--- src/core/pvo_cfg.svh ---
// register offsets, field positions and reset values of the video output mapper
`ifndef PVO_CFG_SVH
`define PVO_CFG_SVH
`define PVO_ADDR_POL 16'h4708
`define PVO_ADDR_ORDER 16'h4709
`define PVO_ADDR_BYP_HI 16'h470a
`define PVO_ADDR_BYP_LO 16'h470b
`define PVO_ADDR_BYP_CTL 16'h470c
`define PVO_ADDR_LV_SEL 16'h470d
`define PVO_RST_POL 8'h01
`define PVO_RST_ORDER 8'h00
`define PVO_RST_BYP 8'h00
`define PVO_RST_LV_SEL 3'h0
`define PVO_POL_PCLK 0
`define PVO_POL_VSYNC 1
`define PVO_POL_HREF 2
`define PVO_ORD_PAT_EN 0
`define PVO_ORD_PAT_SEL_LSB 1
`define PVO_ORD_REPEAT 3
`define PVO_ORD_SWAP_LSB 4
`define PVO_BYP_CTL_MASK 8'h1f
`define PVO_PAT8_LAST 4'h9
`define PVO_PAT10_LAST 4'hb
`define PVO_BUF_W 12
`define PVO_BUF_DEPTH 2
`endif

--- src/core/pvo_pkg.sv ---
// shared types of the video output mapper
package pvo_pkg;
	typedef enum logic [1:0] {
		PVO_PAT_DBG0 = 2'h0,
		PVO_PAT_W8 = 2'h1,
		PVO_PAT_W10 = 2'h2,
		PVO_PAT_DBG3 = 2'h3
	} pvo_pat_t;
	typedef enum logic [2:0] {
		PVO_LV_COMB = 3'h0,
		PVO_LV_HALF = 3'h1,
		PVO_LV_WIN1 = 3'h2,
		PVO_LV_WIN2 = 3'h3,
		PVO_LV_WIN3 = 3'h4
	} pvo_lv_t;
endpackage

--- src/core/pvo_mapper.sv ---
// parallel video output mapper: bit order, walking-one pattern, line-valid select
// Functional notes
// [RL1] Order code 000 sends data bit n to pin n, and code 001 reverses all ten bits.
// [RL2] Code 010 puts bits 2..9 on pins 9..2 with bits 1:0 straight; code 011 sends {d[7:0],d[9:8]}.
// [RL3] Code 100 keeps bits 9:8 and reverses bits 7:0; code 101 keeps bit 9 and reverses bits 8:0.
// [RL4] Code 110 reverses bits 9:1 over pins 9..1 with bit 0 straight; code 111 sends {d[8:0],d[9]}.
// [RL5] Bit 0 of the order register switches the walking-one generator on in place of video.
// [RL6] Pattern select 01 walks 0x00, 0x01 up to 0x80, then 0xff on the eight upper pins, repeating.
// [RL7] Pattern select 10 walks 0x000, 0x001 up to 0x200, then 0x3ff on all ten pins, repeating.
// [RL8] Software uses select 01 or 10; 00 and 11 are debug settings only.
// [RL9] Repeat bit 3 makes every pattern value appear twice in a row before advancing.
// [RL10] Line-valid select 000 routes the combined line valid and 001 the half-scale one.
// [RL11] Line-valid select 010, 011 and 100 route window 1, 2 and 3 line valid.
// [RL12] A 16-bit bypass enable is held, high byte at the lower address, low byte at the next.
// [RL13] Bypass control holds a 4-bit path select in bits 3:0 and a debug bit 4; bits 7:5 read 0.
// [RL14] Control bits invert line valid and frame sync outputs, and one sets pixel clock polarity.
// [RL15] The generator steps once per output pixel clock and wraps from all ones to all zeros.
// [RL16] Line-valid select codes 101 to 111 fall back to the combined line valid.
`timescale 1ns/100ps
`include "pvo_cfg.svh"
module pvo_mapper import pvo_pkg::*; (
	input wire logic clk, // core clock, 40 MHz
	input wire logic resetn, // synchronous reset, active low
	input wire logic [15:0] reg_addr, // control register address
	input wire logic [7:0] reg_wdata, // write byte
	input wire logic reg_wr, // write strobe, one cycle
	input wire logic reg_rd, // read strobe, one cycle
	output logic [7:0] reg_rdata, // read byte, one cycle after reg_rd
	output logic reg_rvalid, // read answer strobe
	input wire logic [9:0] vid_data, // pixel from the core
	input wire logic vid_valid, // pixel offered
	output logic vid_ready, // buffer can take a pixel
	input wire logic vid_frame_sync, // frame sync with the pixel
	input wire logic lv_comb, // combined line valid
	input wire logic lv_half, // half-scale line valid
	input wire logic lv_win1, // window 1 line valid
	input wire logic lv_win2, // window 2 line valid
	input wire logic lv_win3, // window 3 line valid
	input wire logic pix_clk_in, // pixel clock, foreign domain
	input wire logic rx_stall, // receiver stall, foreign domain
	output logic [9:0] dvp_data, // data pins
	output logic dvp_href, // horizontal reference pin
	output logic dvp_vsync, // frame sync pin
	output logic dvp_pclk // pixel clock pin
);
	logic [7:0] pol_reg;
	logic [7:0] order_reg;
	logic [7:0] byp_hi;
	logic [7:0] byp_lo;
	logic [7:0] byp_ctl;
	logic [2:0] lv_sel;
	logic [2:0] swap;
	logic pat_on;
	logic rep_on;
	pvo_pat_t pat_sel;
	logic pclk_s1, pclk_s2, pclk_s3;
	logic stall_s1, stall_s2;
	logic pix_edge;
	logic out_step;
	logic [`PVO_BUF_W-1:0] buf_mem [`PVO_BUF_DEPTH];
	logic wr_ptr, rd_ptr;
	logic [1:0] count;
	logic buf_empty;
	logic in_fire;
	logic pop;
	logic [9:0] head_data;
	logic head_href;
	logic head_vsync;
	logic lv_pick;
	logic [9:0] rev;
	logic [9:0] next_mapped;
	logic [3:0] pat_idx;
	logic pat_phase;
	logic [3:0] pat_last;
	logic [9:0] next_pat;

	assign swap = order_reg[`PVO_ORD_SWAP_LSB +: 3];
	assign pat_on = order_reg[`PVO_ORD_PAT_EN]; // RL5
	assign rep_on = order_reg[`PVO_ORD_REPEAT];
	assign pat_sel = pvo_pat_t'(order_reg[`PVO_ORD_PAT_SEL_LSB +: 2]);

	// register writes; only bypass control and line-valid select drop their unimplemented bits
	always_ff @(posedge clk) begin
		if (!resetn) begin
			pol_reg <= `PVO_RST_POL;
			order_reg <= `PVO_RST_ORDER;
			byp_hi <= `PVO_RST_BYP;
			byp_lo <= `PVO_RST_BYP;
			byp_ctl <= `PVO_RST_BYP;
			lv_sel <= `PVO_RST_LV_SEL;
		end else if (reg_wr) begin
			if (reg_addr == `PVO_ADDR_POL) begin
				pol_reg <= reg_wdata;
			end else if (reg_addr == `PVO_ADDR_ORDER) begin
				order_reg <= reg_wdata;
			end else if (reg_addr == `PVO_ADDR_BYP_HI) begin
				byp_hi <= reg_wdata; // RL12
			end else if (reg_addr == `PVO_ADDR_BYP_LO) begin
				byp_lo <= reg_wdata; // RL12
			end else if (reg_addr == `PVO_ADDR_BYP_CTL) begin
				byp_ctl <= reg_wdata & `PVO_BYP_CTL_MASK; // RL13
			end else if (reg_addr == `PVO_ADDR_LV_SEL) begin
				lv_sel <= reg_wdata[2:0];
			end
		end
	end

	// register reads; unmapped addresses answer zero
	always_ff @(posedge clk) begin
		if (!resetn) begin
			reg_rdata <= 8'h00;
			reg_rvalid <= 1'b0;
		end else begin
			reg_rvalid <= reg_rd;
			if (!reg_rd) begin
				reg_rdata <= 8'h00;
			end else if (reg_addr == `PVO_ADDR_POL) begin
				reg_rdata <= pol_reg;
			end else if (reg_addr == `PVO_ADDR_ORDER) begin
				reg_rdata <= order_reg;
			end else if (reg_addr == `PVO_ADDR_BYP_HI) begin
				reg_rdata <= byp_hi;
			end else if (reg_addr == `PVO_ADDR_BYP_LO) begin
				reg_rdata <= byp_lo;
			end else if (reg_addr == `PVO_ADDR_BYP_CTL) begin
				reg_rdata <= byp_ctl; // RL13
			end else if (reg_addr == `PVO_ADDR_LV_SEL) begin
				reg_rdata <= {5'h00, lv_sel};
			end else begin
				reg_rdata <= 8'h00;
			end
		end
	end

	// pixel clock pin crosses in through three flops, stall pin through two
	always_ff @(posedge clk) begin
		if (!resetn) begin
			pclk_s1 <= 1'b0;
			pclk_s2 <= 1'b0;
			pclk_s3 <= 1'b0;
			stall_s1 <= 1'b0;
			stall_s2 <= 1'b0;
		end else begin
			pclk_s1 <= pix_clk_in;
			pclk_s2 <= pclk_s1;
			pclk_s3 <= pclk_s2;
			stall_s1 <= rx_stall;
			stall_s2 <= stall_s1;
		end
	end

	// one output slot per pixel clock rise unless the receiver stalls
	assign pix_edge = pclk_s2 & ~pclk_s3;
	assign out_step = pix_edge & ~stall_s2;

	// line-valid source choice, taken when the pixel enters the buffer
	always_comb begin
		case (lv_sel)
			PVO_LV_COMB: lv_pick = lv_comb; // RL10
			PVO_LV_HALF: lv_pick = lv_half; // RL10
			PVO_LV_WIN1: lv_pick = lv_win1; // RL11
			PVO_LV_WIN2: lv_pick = lv_win2; // RL11
			PVO_LV_WIN3: lv_pick = lv_win3; // RL11
			default: lv_pick = lv_comb; // RL16
		endcase
	end

	// two-entry buffer; a stalled receiver backs up into vid_ready
	assign buf_empty = (count == 2'd0);
	assign vid_ready = (count != 2'd2);
	assign in_fire = vid_valid & vid_ready;
	assign pop = out_step & ~buf_empty;
	assign head_data = buf_mem[rd_ptr][9:0];
	assign head_href = buf_mem[rd_ptr][10];
	assign head_vsync = buf_mem[rd_ptr][11];
	always_ff @(posedge clk) begin
		if (!resetn) begin
			wr_ptr <= 1'b0;
			rd_ptr <= 1'b0;
			count <= 2'd0;
			buf_mem[0] <= '0;
			buf_mem[1] <= '0;
		end else begin
			if (in_fire) begin
				buf_mem[wr_ptr] <= {vid_frame_sync, lv_pick, vid_data};
				wr_ptr <= ~wr_ptr;
			end
			if (pop) begin
				rd_ptr <= ~rd_ptr;
			end
			count <= count + {1'b0, in_fire} - {1'b0, pop};
		end
	end

	// full bit reversal, the base of orders 001, 010, 100, 101 and 110
	genvar gi;
	generate
		for (gi = 0; gi < 10; gi++) begin : g_rev
			assign rev[gi] = head_data[9 - gi];
		end
	endgenerate

	// bit order onto the pins
	always_comb begin
		case (swap)
			3'h0: next_mapped = head_data; // RL1
			3'h1: next_mapped = rev; // RL1
			3'h2: next_mapped = {rev[7:0], head_data[1:0]}; // RL2
			3'h3: next_mapped = {head_data[7:0], head_data[9:8]}; // RL2
			3'h4: next_mapped = {head_data[9:8], rev[9:2]}; // RL3
			3'h5: next_mapped = {head_data[9], rev[9:1]}; // RL3
			3'h6: next_mapped = {rev[8:0], head_data[0]}; // RL4
			default: next_mapped = {head_data[8:0], head_data[9]}; // RL4
		endcase
	end

	// walking-one value from the step index
	assign pat_last = (pat_sel == PVO_PAT_W10) ? `PVO_PAT10_LAST : `PVO_PAT8_LAST;
	always_comb begin
		next_pat = 10'h000;
		case (pat_sel)
			PVO_PAT_W8: begin
				if (pat_idx >= pat_last) begin
					next_pat = 10'h3fc; // RL6
				end else if (pat_idx != 4'h0) begin
					next_pat = {8'(8'h01 << (pat_idx - 4'h1)), 2'b00}; // RL6
				end
			end
			PVO_PAT_W10: begin
				if (pat_idx >= pat_last) begin
					next_pat = 10'h3ff; // RL7
				end else if (pat_idx != 4'h0) begin
					next_pat = 10'(10'h001 << (pat_idx - 4'h1)); // RL7
				end
			end
			default: next_pat = 10'h000; // RL8
		endcase
	end

	// generator steps per output slot; repeat holds each value one extra slot
	always_ff @(posedge clk) begin
		if (!resetn || !pat_on) begin
			pat_idx <= 4'h0;
			pat_phase <= 1'b0;
		end else if (out_step) begin
			if (rep_on && !pat_phase) begin
				pat_phase <= 1'b1; // RL9
			end else begin
				pat_phase <= 1'b0;
				pat_idx <= (pat_idx >= pat_last) ? 4'h0 : pat_idx + 4'h1; // RL15
			end
		end
	end

	// pin registers; an empty buffer holds the last pixel rather than glitching
	always_ff @(posedge clk) begin
		if (!resetn) begin
			dvp_data <= 10'h000;
			dvp_href <= 1'b0;
			dvp_vsync <= 1'b0;
		end else if (out_step && pat_on) begin
			dvp_data <= next_pat; // RL5
		end else if (pop) begin
			dvp_data <= next_mapped;
			dvp_href <= head_href ^ pol_reg[`PVO_POL_HREF]; // RL14
			dvp_vsync <= head_vsync ^ pol_reg[`PVO_POL_VSYNC]; // RL14
		end
	end

	// pixel clock out follows the synchronised input, one core cycle late
	always_ff @(posedge clk) begin
		if (!resetn) begin
			dvp_pclk <= 1'b0;
		end else begin
			dvp_pclk <= pclk_s3 ^ pol_reg[`PVO_POL_PCLK]; // RL14
		end
	end

	swap_ident_a: // RL1
	assert property (@(posedge clk) disable iff (!resetn)
		pop && !pat_on && swap == 3'h0 |=> dvp_data == $past(head_data))
		else $error("straight order broken");
	swap_rev_a: // RL1
	assert property (@(posedge clk) disable iff (!resetn)
		pop && !pat_on && swap == 3'h1 |=>
		dvp_data[0] == $past(head_data[9]) && dvp_data[9] == $past(head_data[0]))
		else $error("reversed order broken");
	swap_rot_a: // RL2
	assert property (@(posedge clk) disable iff (!resetn)
		pop && !pat_on && swap == 3'h3 |=>
		dvp_data == {$past(head_data[7:0]), $past(head_data[9:8])})
		else $error("order 011 broken");
	swap_low_a: // RL3
	assert property (@(posedge clk) disable iff (!resetn)
		pop && !pat_on && swap == 3'h4 |=>
		dvp_data[9:8] == $past(head_data[9:8]) && dvp_data[7] == $past(head_data[0]))
		else $error("order 100 broken");
	swap_top_a: // RL4
	assert property (@(posedge clk) disable iff (!resetn)
		pop && !pat_on && swap == 3'h7 |=>
		dvp_data == {$past(head_data[8:0]), $past(head_data[9])})
		else $error("order 111 broken");
	pat8_wrap_a: // RL6
	assert property (@(posedge clk) disable iff (!resetn)
		out_step && pat_on && pat_sel == PVO_PAT_W8 && !rep_on && pat_idx == 4'h9 |=>
		dvp_data == 10'h3fc && pat_idx == 4'h0)
		else $error("8-bit walk end broken");
	pat10_wrap_a: // RL7
	assert property (@(posedge clk) disable iff (!resetn)
		out_step && pat_on && pat_sel == PVO_PAT_W10 && !rep_on && pat_idx == 4'hb |=>
		dvp_data == 10'h3ff && pat_idx == 4'h0)
		else $error("10-bit walk end broken");
	pat_hold_a: // RL9
	assert property (@(posedge clk) disable iff (!resetn)
		out_step && pat_on && rep_on && !pat_phase |=> pat_idx == $past(pat_idx) && pat_phase)
		else $error("repeat did not hold value");
	lv_half_a: // RL10
	assert property (@(posedge clk) disable iff (!resetn)
		in_fire && buf_empty && lv_sel == 3'h1 |=> head_href == $past(lv_half))
		else $error("half-scale line valid not routed");
	lv_resv_a: // RL16
	assert property (@(posedge clk) disable iff (!resetn)
		in_fire && buf_empty && lv_sel >= 3'h5 |=> head_href == $past(lv_comb))
		else $error("reserved select not combined");
	href_pol_a: // RL14
	assert property (@(posedge clk) disable iff (!resetn)
		pop && !pat_on |=> dvp_href == ($past(head_href) ^ $past(pol_reg[2])))
		else $error("line valid polarity wrong");
	byp_hi_a: // RL12
	assert property (@(posedge clk) disable iff (!resetn)
		reg_wr && reg_addr == 16'h470a ##1 !reg_wr ##1 reg_rd && reg_addr == 16'h470a && !reg_wr
		|=> reg_rdata == $past(reg_wdata, 3))
		else $error("bypass high byte lost");
	byp_unused_a: // RL13
	assert property (@(posedge clk) disable iff (!resetn)
		reg_rd && reg_addr == 16'h470c |=> reg_rdata[7:5] == 3'h0 && reg_rvalid)
		else $error("bypass control unused bits set");
endmodule

--- config.mk ---
export PLATFORM = sky130hd
export DESIGN_NAME = pvo_mapper
export DESIGN_NICKNAME = d
export VERILOG_FILES = /design/src/core/pvo_pkg.sv /design/src/core/pvo_mapper.sv
export VERILOG_INCLUDE_DIRS = /design/src /design/src/core
export SDC_FILE = /design/constraint.sdc
export NUM_CORES = 1
export LEC_CHECK = 0
export ABC_CLOCK_PERIOD_IN_PS = 5500
export BUFFER_PORTS_ARGS = -buffer_cell sky130_fd_sc_hd__buf_2
export CORE_ASPECT_RATIO = 0.5
export CORE_UTILIZATION = 32
export CTS_BUF_LIST = sky130_fd_sc_hd__clkbuf_4 sky130_fd_sc_hd__clkbuf_8 sky130_fd_sc_hd__clkbuf_16
export DETAILED_ROUTE_END_ITERATION = 7
export PLACE_DENSITY = 0.51
export SYNTH_ARGS = -nofsm -noshare
export SYNTH_HDL_FRONTEND = slang
export SYNTH_SLANG_ARGS = --single-unit
--- constraint.sdc ---
create_clock -name clk -period 5.5 [get_ports clk]
set_input_delay 1.1 -clock clk [delete_from_list [all_inputs] [get_ports clk]]
set_output_delay 1.1 -clock clk [all_outputs]
set_load 0.05 [all_outputs]
==> results of run 1 <==
-- metal layers --
| layer | routed length [um] | GRT usage (%) | vias to the layer above | share of wire (%) |
|---|---|---|---|---|
| met2 | 5640 | 23.8 | 99 | 43 |
| met1 | 6730 | 22.4 | 2015 | 52 |
| met5 | 0 | 0 | - | 0 |
| met4 | 93 | 3.96 | 0 | 0.72 |
| li1 | - | - | 2185 | - |
| met3 | 504 | 3.11 | 6 | 3.9 |
-- placed cells by master (no fill, tap or decap), drive strengths merged, types with 2 or more instances in the layout --
cell | netlist | final
edfxtp | 24 | 24
mux4 | 4 | 4
nand2b | 10 | 10
and2 | 36 | 36
dfxtp | 77 | 77
ha | 11 | 11
o21ai | 33 | 33
o31ai | 3 | 3
a211oi | 4 | 4
a21oi | 44 | 44
a221oi | 4 | 4
or2 | 4 | 4
nor2 | 71 | 71
a31oi | 6 | 6
inv | 11 | 13
nor2b | 6 | 6
clkbuf | 24 | 11
or3 | 2 | 2
xnor2 | 4 | 4
buf | 10 | 76
clkinv | 1 | 2
nor3 | 8 | 8
mux2 | 12 | 12
xor2 | 5 | 5
nand3 | 10 | 10
o211ai | 2 | 2
o21a | 7 | 7
nor3b | 2 | 2
mux2i | 47 | 47
nand3b | 2 | 2
a211o | 2 | 2
nand4 | 3 | 3
nand2 | 62 | 62
a22oi | 3 | 3
a32oi | 8 | 8
o221ai | 3 | 3
o22ai | 4 | 4
-- kinds of logic after synthesis --
kind of cell / Yosys count
muxes: 63
DFF: 101
AOI/OAI and AO/OA: 133
adders and majority gates: 11
xor gates and xnor gates: 9
buffers and inverters: 46
and+or+nand+nor: 223
-- worst min-delay path by stage --
stage / from / to / slack [ps] / depth (start not counted)
finish: stall_s1 / stall_s2 / 440 / 1
global route: pclk_s1 / pclk_s2 / 460 / 1
CTS: stall_s1 / stall_s2 / 440 / 1
detailed placement: stall_s1 / stall_s2 / 420 / 1
global placement: pclk_s1 / pclk_s2 / 420 / 1
floorplan: pclk_s1 / pclk_s2 / 410 / 1
-- stage by stage --
stage | hold WS [ps] | cell area [um^2]
floorplan | 412 | 5290
global placement | 420 | 5820
detailed placement | 423 | 5820
CTS | 440 | 6130
global route | 463 | 6130
finish | 441 | 6130
-- power by group through the flow --
stage / clock (mW) / combinational [mW] / sequential (mW)
2_1_floorplan: 0 / 0.122 / 0.828
3_3_place_gp: 0 / 0.191 / 0.821
3_5_place_dp: 0 / 0.191 / 0.822
4_1_cts: 0.684 / 0.191 / 0.805
5_1_grt: 0.719 / 0.210 / 0.808
6_report: 0.667 / 0.190 / 0.804
-- worst max-delay path, stage by stage --
cell and delay [ps]:
sky130_fd_sc_hd__buf_2 300, sky130_fd_sc_hd__inv_2 440, sky130_fd_sc_hd__nor3_1 1050, sky130_fd_sc_hd__and2_1 250
-- area by class of cell --
type                       instances  area [um^2]
inverter                          12         45.0
tap                              221          277
multi-input combinational        439         2830
fill                            1642         9650
timing repair buffer              76          398
sequential                       101         2260
clock inverter                     5         66.3
clock buffer                      11          246
==> impl_metrics.env, run 1 <==
export IMPL_core_um2=15800
export IMPL_crit_path_max_fanout=53
export IMPL_crit_start="resetn"
export IMPL_critPathArrivalTime_ps=3160
export IMPL_grt_pass1_vias=3919
export IMPL_tritoncts="yes"
export IMPL_setup_reg_to_reg_worst_slack_ps=2880
export IMPL_post_layout_total_power_mw=1.66
export IMPL_clock_sinks=101
export IMPL_antenna_left=0
export IMPL_synth_area_top_cells="sky130_fd_sc_hd__dfxtp_1 (29%), sky130_fd_sc_hd__edfxtp_1 (14%), sky130_fd_sc_hd__mux2i_1 (8.5%), sky130_fd_sc_hd__nor2_1 (5.0%), sky130_fd_sc_hd__nand2_1 (4.3%)"
export IMPL_finalNetCount=697
export IMPL_start_kind="input port"
export IMPL_clock_tree_buffer_depth=2
export IMPL_largest_net_degree_at_the_start_of_global_routing=54
export IMPL_reg2reg_to="dvp_data[7]"
export IMPL_gp_congestion=0.800
export IMPL_drt_wl_total_um=13000
export IMPL_drc_errors=0
export IMPL_cellLeakagePower_nw=2.42
export IMPL_clkSlewWorstSetupHoldPaths_ps=70
export IMPL_net_sw_share_pct=25.3
export IMPL_synth_seq_area_share_pct=42.8
export IMPL_muxShareOfSynthArea_pct=13.5
export IMPL_dr_first_iter_drc_count=307
export IMPL_number_of_vias_after_detailed_routing=4305
export IMPL_fin_crit_period_ps=2950
export IMPL_htreeDepth=3
export IMPL_synthesis_area_um2=5290
export IMPL_syn_area_per_cell_um2=9.03
export IMPL_synth_fa_ha_area_share_pct=2.60
export IMPL_maximum_clock_rate_mhz=339
export IMPL_synth_compound_gate_area_share_pct=15.6
export IMPL_internal_mw=1.24
export IMPL_ys_async_sr_fraction_pct=0
export IMPL_pre_cts_slack_ps=2120
export IMPL_critPathCapture="buf_mem[0][0]"
export IMPL_synth_common_cells="sky130_fd_sc_hd__dfxtp_1 (77), sky130_fd_sc_hd__nor2_1 (70), sky130_fd_sc_hd__nand2_1 (61)"
export IMPL_detail_route_vias_per_cell=4.98
export IMPL_clk_latency_ps=340
export IMPL_registers_top_by_ff_count="buf_mem"
export IMPL_placement_io_buffers=69
export IMPL_pwr_share_seq_pct=48.4
export IMPL_global_route_wire_length_before_repair_um=20800
export IMPL_synth_top_area_cell="sky130_fd_sc_hd__dfxtp_1"
export IMPL_fin_cells=865
export IMPL_initial_standard_cell_utilization_of_the_core_pct=33.5
export IMPL_die_area_um2=17100
export IMPL_power_switching_uw=421
export IMPL_most_used_standard_cell_by_instance_count_after_synthesis="sky130_fd_sc_hd__dfxtp_1"
export IMPL_grt_usage_pct=15.6
export IMPL_vdd_drop_max_mv=0.156
export IMPL_synth_fp_nets=644
export IMPL_count_of_buffers_added_by_post_cts_timing_repair_for_setup=0
export IMPL_floorplan_rows=32
export IMPL_postCtsHoldBufs=0
export IMPL_cts_buffers=9
export IMPL_cap_viol_max_count=0
export IMPL_timing_max_transition_violations_final=0
export IMPL_post_route_worst_setup_slack_ps=2550
export IMPL_post_synth_inst_count=586
export IMPL_synth_ff_type="sky130_fd_sc_hd__dfxtp_1"
export IMPL_hold_path_class="register to register"
export IMPL_yosysUniqueCellTypes=65
export IMPL_cts_repair_resized=0
export IMPL_power_density_nw_per_um2=271
export IMPL_share_of_the_synthesized_area_in_the_top_cell_type_pct=29.1
export IMPL_firstDrtPassIters=5
export IMPL_floorplan_io_pins=70
export IMPL_place_inst=849
export IMPL_largest_family_of_logic_cells_by_synthesized_area="simple AND/OR/NAND/NOR gates"
export IMPL_setup_worst_path_class="input port to register"
export IMPL_antenna_found_initial=0
export IMPL_number_of_synthesized_flops_with_an_enable_pin=24
export IMPL_status="completed"
export IMPL_synth_seq_cells=101
export IMPL_fin_util_pct=38.8
export IMPL_clock_power_share_pct=40.1
export IMPL_largest_register_ff_count=24
export IMPL_worst_slew_pin_transition_ps=1140
export IMPL_end_kind="register"
export IMPL_globalRouteOverflowTotal=0
export IMPL_clock_skew_ps=10.2
export IMPL_r2r_worst_path_cells=10
export IMPL_min_period_over_period_pct=53.7
export IMPL_reg_top3="buf_mem (24), dvp_data (10)"
export IMPL_final_hold_viol_count=0
export IMPL_rsz0062_at_grt="false"
export IMPL_dp_final_hpwl_um=9290
export IMPL_power_share_combinational_pct=11.4
export IMPL_die_wd_um=184
export IMPL_finalSetupViolCount=0
export IMPL_yosysWarnings=0
export IMPL_reg2reg_from="order_reg[1]"
export IMPL_num_antenna_cells=0
export IMPL_wire_per_inst_um=15.0
export IMPL_post_synth_xor_area_fraction_pct=1.49
export IMPL_post_route_cells_drive_above_1_share_pct=18.9
export IMPL_totalNegativeSetupSlack_ps=0
export IMPL_area_added_between_synthesis_and_finish_pct=15.8
export IMPL_root_buffer="sky130_fd_sc_hd__clkbuf_16"
export IMPL_worst_ep_required_time_ps=5710
export IMPL_floorplan_die_height_um=92.9
export IMPL_post_synth_and_or_nand_nor_area_fraction_pct=20.3
export IMPL_slew_headroom_pct=23.7
No activity file was read; power rests on OpenSTA's default activity.
==> inputs of run 2 (changes only) <==
ABC_AREA = 1   (was not set)
ABC_CLOCK_PERIOD_IN_PS = 2800   (was 5500)
clock period = 2.8 ns   (was 5.5 ns; I/O delays follow)
==> run 2 against run 1 <==
  * Total power up 93%
  * Cell area rose by 5.0%
  * Hold slack got worse by 39 ps
  * Utilization decreased by 0.18 points
  * Critical path type is now register to register
  * Largest power group unchanged
==> impl_metrics.env, run 2 <==
export IMPL_layout_commonest_cell="sky130_fd_sc_hd__nand2_1"
export IMPL_synthesis_area_um2=5540
export IMPL_die_area_um2=17900
export IMPL_end_kind="register"
export IMPL_synth_fp_nets=867
export IMPL_cellLeakagePower_nw=3.08
export IMPL_initial_standard_cell_utilization_of_the_core_pct=33.3
export IMPL_worst_slew_pin_transition_ps=668
export IMPL_maximum_clock_rate_mhz=496
export IMPL_muxShareOfSynthArea_pct=0
export IMPL_largest_register_ff_count=24
export IMPL_clock_skew_ps=6.58
export IMPL_synth_seq_area_share_pct=40.8
export IMPL_post_synth_inst_count=809
export IMPL_cap_viol_max_count=0
export IMPL_globalRouteOverflowTotal=0
export IMPL_min_period_over_period_pct=72.1
export IMPL_ys_async_sr_fraction_pct=0
export IMPL_post_route_cells_drive_above_1_share_pct=13.4
export IMPL_totalNegativeSetupSlack_ps=0
export IMPL_placement_io_buffers=69
export IMPL_grt_pass1_vias=4646
export IMPL_tritoncts="yes"
export IMPL_post_route_worst_setup_slack_ps=782
export IMPL_fin_cells=1108
export IMPL_cts_buffers=9
export IMPL_detail_route_vias_per_cell=4.68
export IMPL_antenna_left=0
export IMPL_slowest_cp_cell="sky130_fd_sc_hd__dfxtp_1"
export IMPL_timing_max_transition_violations_final=0
export IMPL_share_of_the_synthesized_area_in_the_top_cell_type_pct=27.8
export IMPL_rsz0062_at_grt="false"
export IMPL_largest_net_degree_at_the_start_of_global_routing=31
export IMPL_wire_per_inst_um=13.7
export IMPL_post_synth_xor_area_fraction_pct=0.791
export IMPL_reg_top3="buf_mem (24), dvp_data (10)"
export IMPL_synth_common_cells="sky130_fd_sc_hd__nand2_1 (248), sky130_fd_sc_hd__inv_1 (104), sky130_fd_sc_hd__nor2_1 (101)"
export IMPL_cpMostUsedCell="sky130_fd_sc_hd__nand2_1"
export IMPL_postCtsHoldBufs=0
export IMPL_hold_path_class="input port to register"
export IMPL_fin_crit_period_ps=2020
export IMPL_status="completed"
export IMPL_pre_cts_slack_ps=679
export IMPL_syn_area_per_cell_um2=6.85
export IMPL_path_cells="inv_1, ha_1, inv_1, ha_1, nand2_1, nand2_1, nand2_1, o21ai_0, nand2_1, nand3_1, nor2_1, nor2_1"
export IMPL_clkSlewWorstSetupHoldPaths_ps=70
export IMPL_yosysUniqueCellTypes=38
export IMPL_floorplan_rows=33
export IMPL_finalSetupViolCount=0
export IMPL_core_um2=16600
export IMPL_number_of_synthesized_flops_with_an_enable_pin=24
export IMPL_gp_congestion=0.890
export IMPL_floorplan_io_pins=70
export IMPL_min_path_cells=3
export IMPL_synth_area_top_cells="sky130_fd_sc_hd__dfxtp_1 (28%), sky130_fd_sc_hd__nand2_1 (17%), sky130_fd_sc_hd__edfxtp_1 (13%), sky130_fd_sc_hd__inv_1 (7.0%), sky130_fd_sc_hd__nor2_1 (6.8%)"
export IMPL_vdd_drop_max_mv=0.328
export IMPL_reg2reg_from="order_reg[1]"
export IMPL_count_of_buffers_added_by_post_cts_timing_repair_for_setup=0
export IMPL_crit_path_max_fanout=12
export IMPL_clock_sinks=101
export IMPL_clk_latency_ps=340
export IMPL_synth_ff_type="sky130_fd_sc_hd__dfxtp_1"
export IMPL_dp_final_hpwl_um=11600
export IMPL_yosysWarnings=0
export IMPL_most_common_layout_cells="sky130_fd_sc_hd__nand2_1 (248), sky130_fd_sc_hd__inv_1 (104), sky130_fd_sc_hd__nor2_1 (101)"
export IMPL_largest_family_of_logic_cells_by_synthesized_area="simple AND/OR/NAND/NOR gates"
export IMPL_power_density_nw_per_um2=499
export IMPL_post_dp_cell_area_um2=6120
export IMPL_hold_sp="pix_clk_in"
export IMPL_max_stage_delay_ps=360
export IMPL_antenna_found_initial=0
export IMPL_r2r_worst_path_cells=12
export IMPL_global_route_wire_length_before_repair_um=24600
export IMPL_area_added_between_synthesis_and_finish_pct=16.2
export IMPL_worst_hold_slack_ps=402
export IMPL_setup_worst_path_class="register to register"
export IMPL_final_hold_viol_count=0
export IMPL_synth_compound_gate_area_share_pct=12.8
export IMPL_synth_top_area_cell="sky130_fd_sc_hd__dfxtp_1"
export IMPL_drt_wl_total_um=15100
export IMPL_synth_fa_ha_area_share_pct=2.49
export IMPL_clock_tree_buffer_depth=2
export IMPL_floorplan_die_height_um=95.0
export IMPL_htreeDepth=3
export IMPL_critPathArrivalTime_ps=2230
export IMPL_synth_seq_cells=101
export IMPL_firstDrtPassIters=5
export IMPL_final_design_area_no_fill_um2=6430
export IMPL_place_inst=1092
export IMPL_number_of_vias_after_detailed_routing=5189
export IMPL_post_layout_total_power_mw=3.21
export IMPL_crit_start="order_reg[1]"
export IMPL_drc_errors=0
export IMPL_die_wd_um=188
export IMPL_registers_top_by_ff_count="buf_mem"
export IMPL_dr_first_iter_drc_count=398
export IMPL_grt_usage_pct=17.6
export IMPL_num_antenna_cells=0
export IMPL_start_kind="register"
export IMPL_fin_util_pct=38.7
export IMPL_cts_repair_resized=0
export IMPL_worst_ep_required_time_ps=3010
export IMPL_post_synth_and_or_nand_nor_area_fraction_pct=34.0
export IMPL_root_buffer="sky130_fd_sc_hd__clkbuf_16"
export IMPL_slew_headroom_pct=55.3
export IMPL_finalNetCount=934
export IMPL_most_used_standard_cell_by_instance_count_after_synthesis="sky130_fd_sc_hd__nand2_1"
[run 2: changes by cell type in the layout (fill, tap and decap cells not counted), moves of 24 or more]
cell / before / now
sky130_fd_sc_hd__inv_1: 10 / 104
sky130_fd_sc_hd__nand3_1: 9 / 41
sky130_fd_sc_hd__mux2i_1: 45 / 0
sky130_fd_sc_hd__and2_1: 34 / 1
sky130_fd_sc_hd__nor2_1: 70 / 101
sky130_fd_sc_hd__nand2_1: 61 / 248
sky130_fd_sc_hd__o21ai_0: 33 / 57
[run 2: worst paths after layout]
path / end / slack (ps)
worst max-delay path: dvp_data[5] / 780
worst min register to register: stall_s2 / 410
worst max register to register: dvp_data[5] / 780
worst min-delay path: pclk_s1 / 400
[run 2: kinds of logic after synthesis]
group / after synthesis
xor gates and xnor gates: 5
DFF: 101
and+or+nand+nor: 430
buffers and inverters: 128
adders and majority gates: 11
AOI/OAI and AO/OA: 134
[run 2: critical path, delay by kind of cell (launching register included)]
family	cells	cell delay, ps
flops	1	360
simple gates	7	700
buf+inv	2	160
fa+ha+maj	2	430
compound gates	1	220
[run 2: area by class of cell]
type | instances | area, um^2
clock buffer | 11 | 246
clock inverter | 5 | 71.3
fill | 1810 | 10200
inverter | 110 | 413
multi-input combinational | 580 | 2780
sequential | 101 | 2260
tap | 227 | 284
timing repair buffer | 74 | 383
[run 2: routing by layer]
layer | GRT usage, % | vias to the layer above | part of all wire, %
met4 | 2.85 | 0 | 0.54
li1 | - | 2718 | -
met3 | 3.50 | 9 | 4.4
met2 | 28.7 | 103 | 45
met5 | 0 | - | 0
met1 | 24.4 | 2359 | 51
[run 2: report_power, final]
part           internal (mW)  leakage [nW]  switching [mW]
sequential              1.54         0.874          0.0169
clock                  0.779         0.163           0.550
combinational         0.0934          2.04           0.231
total                   2.41          3.08           0.798
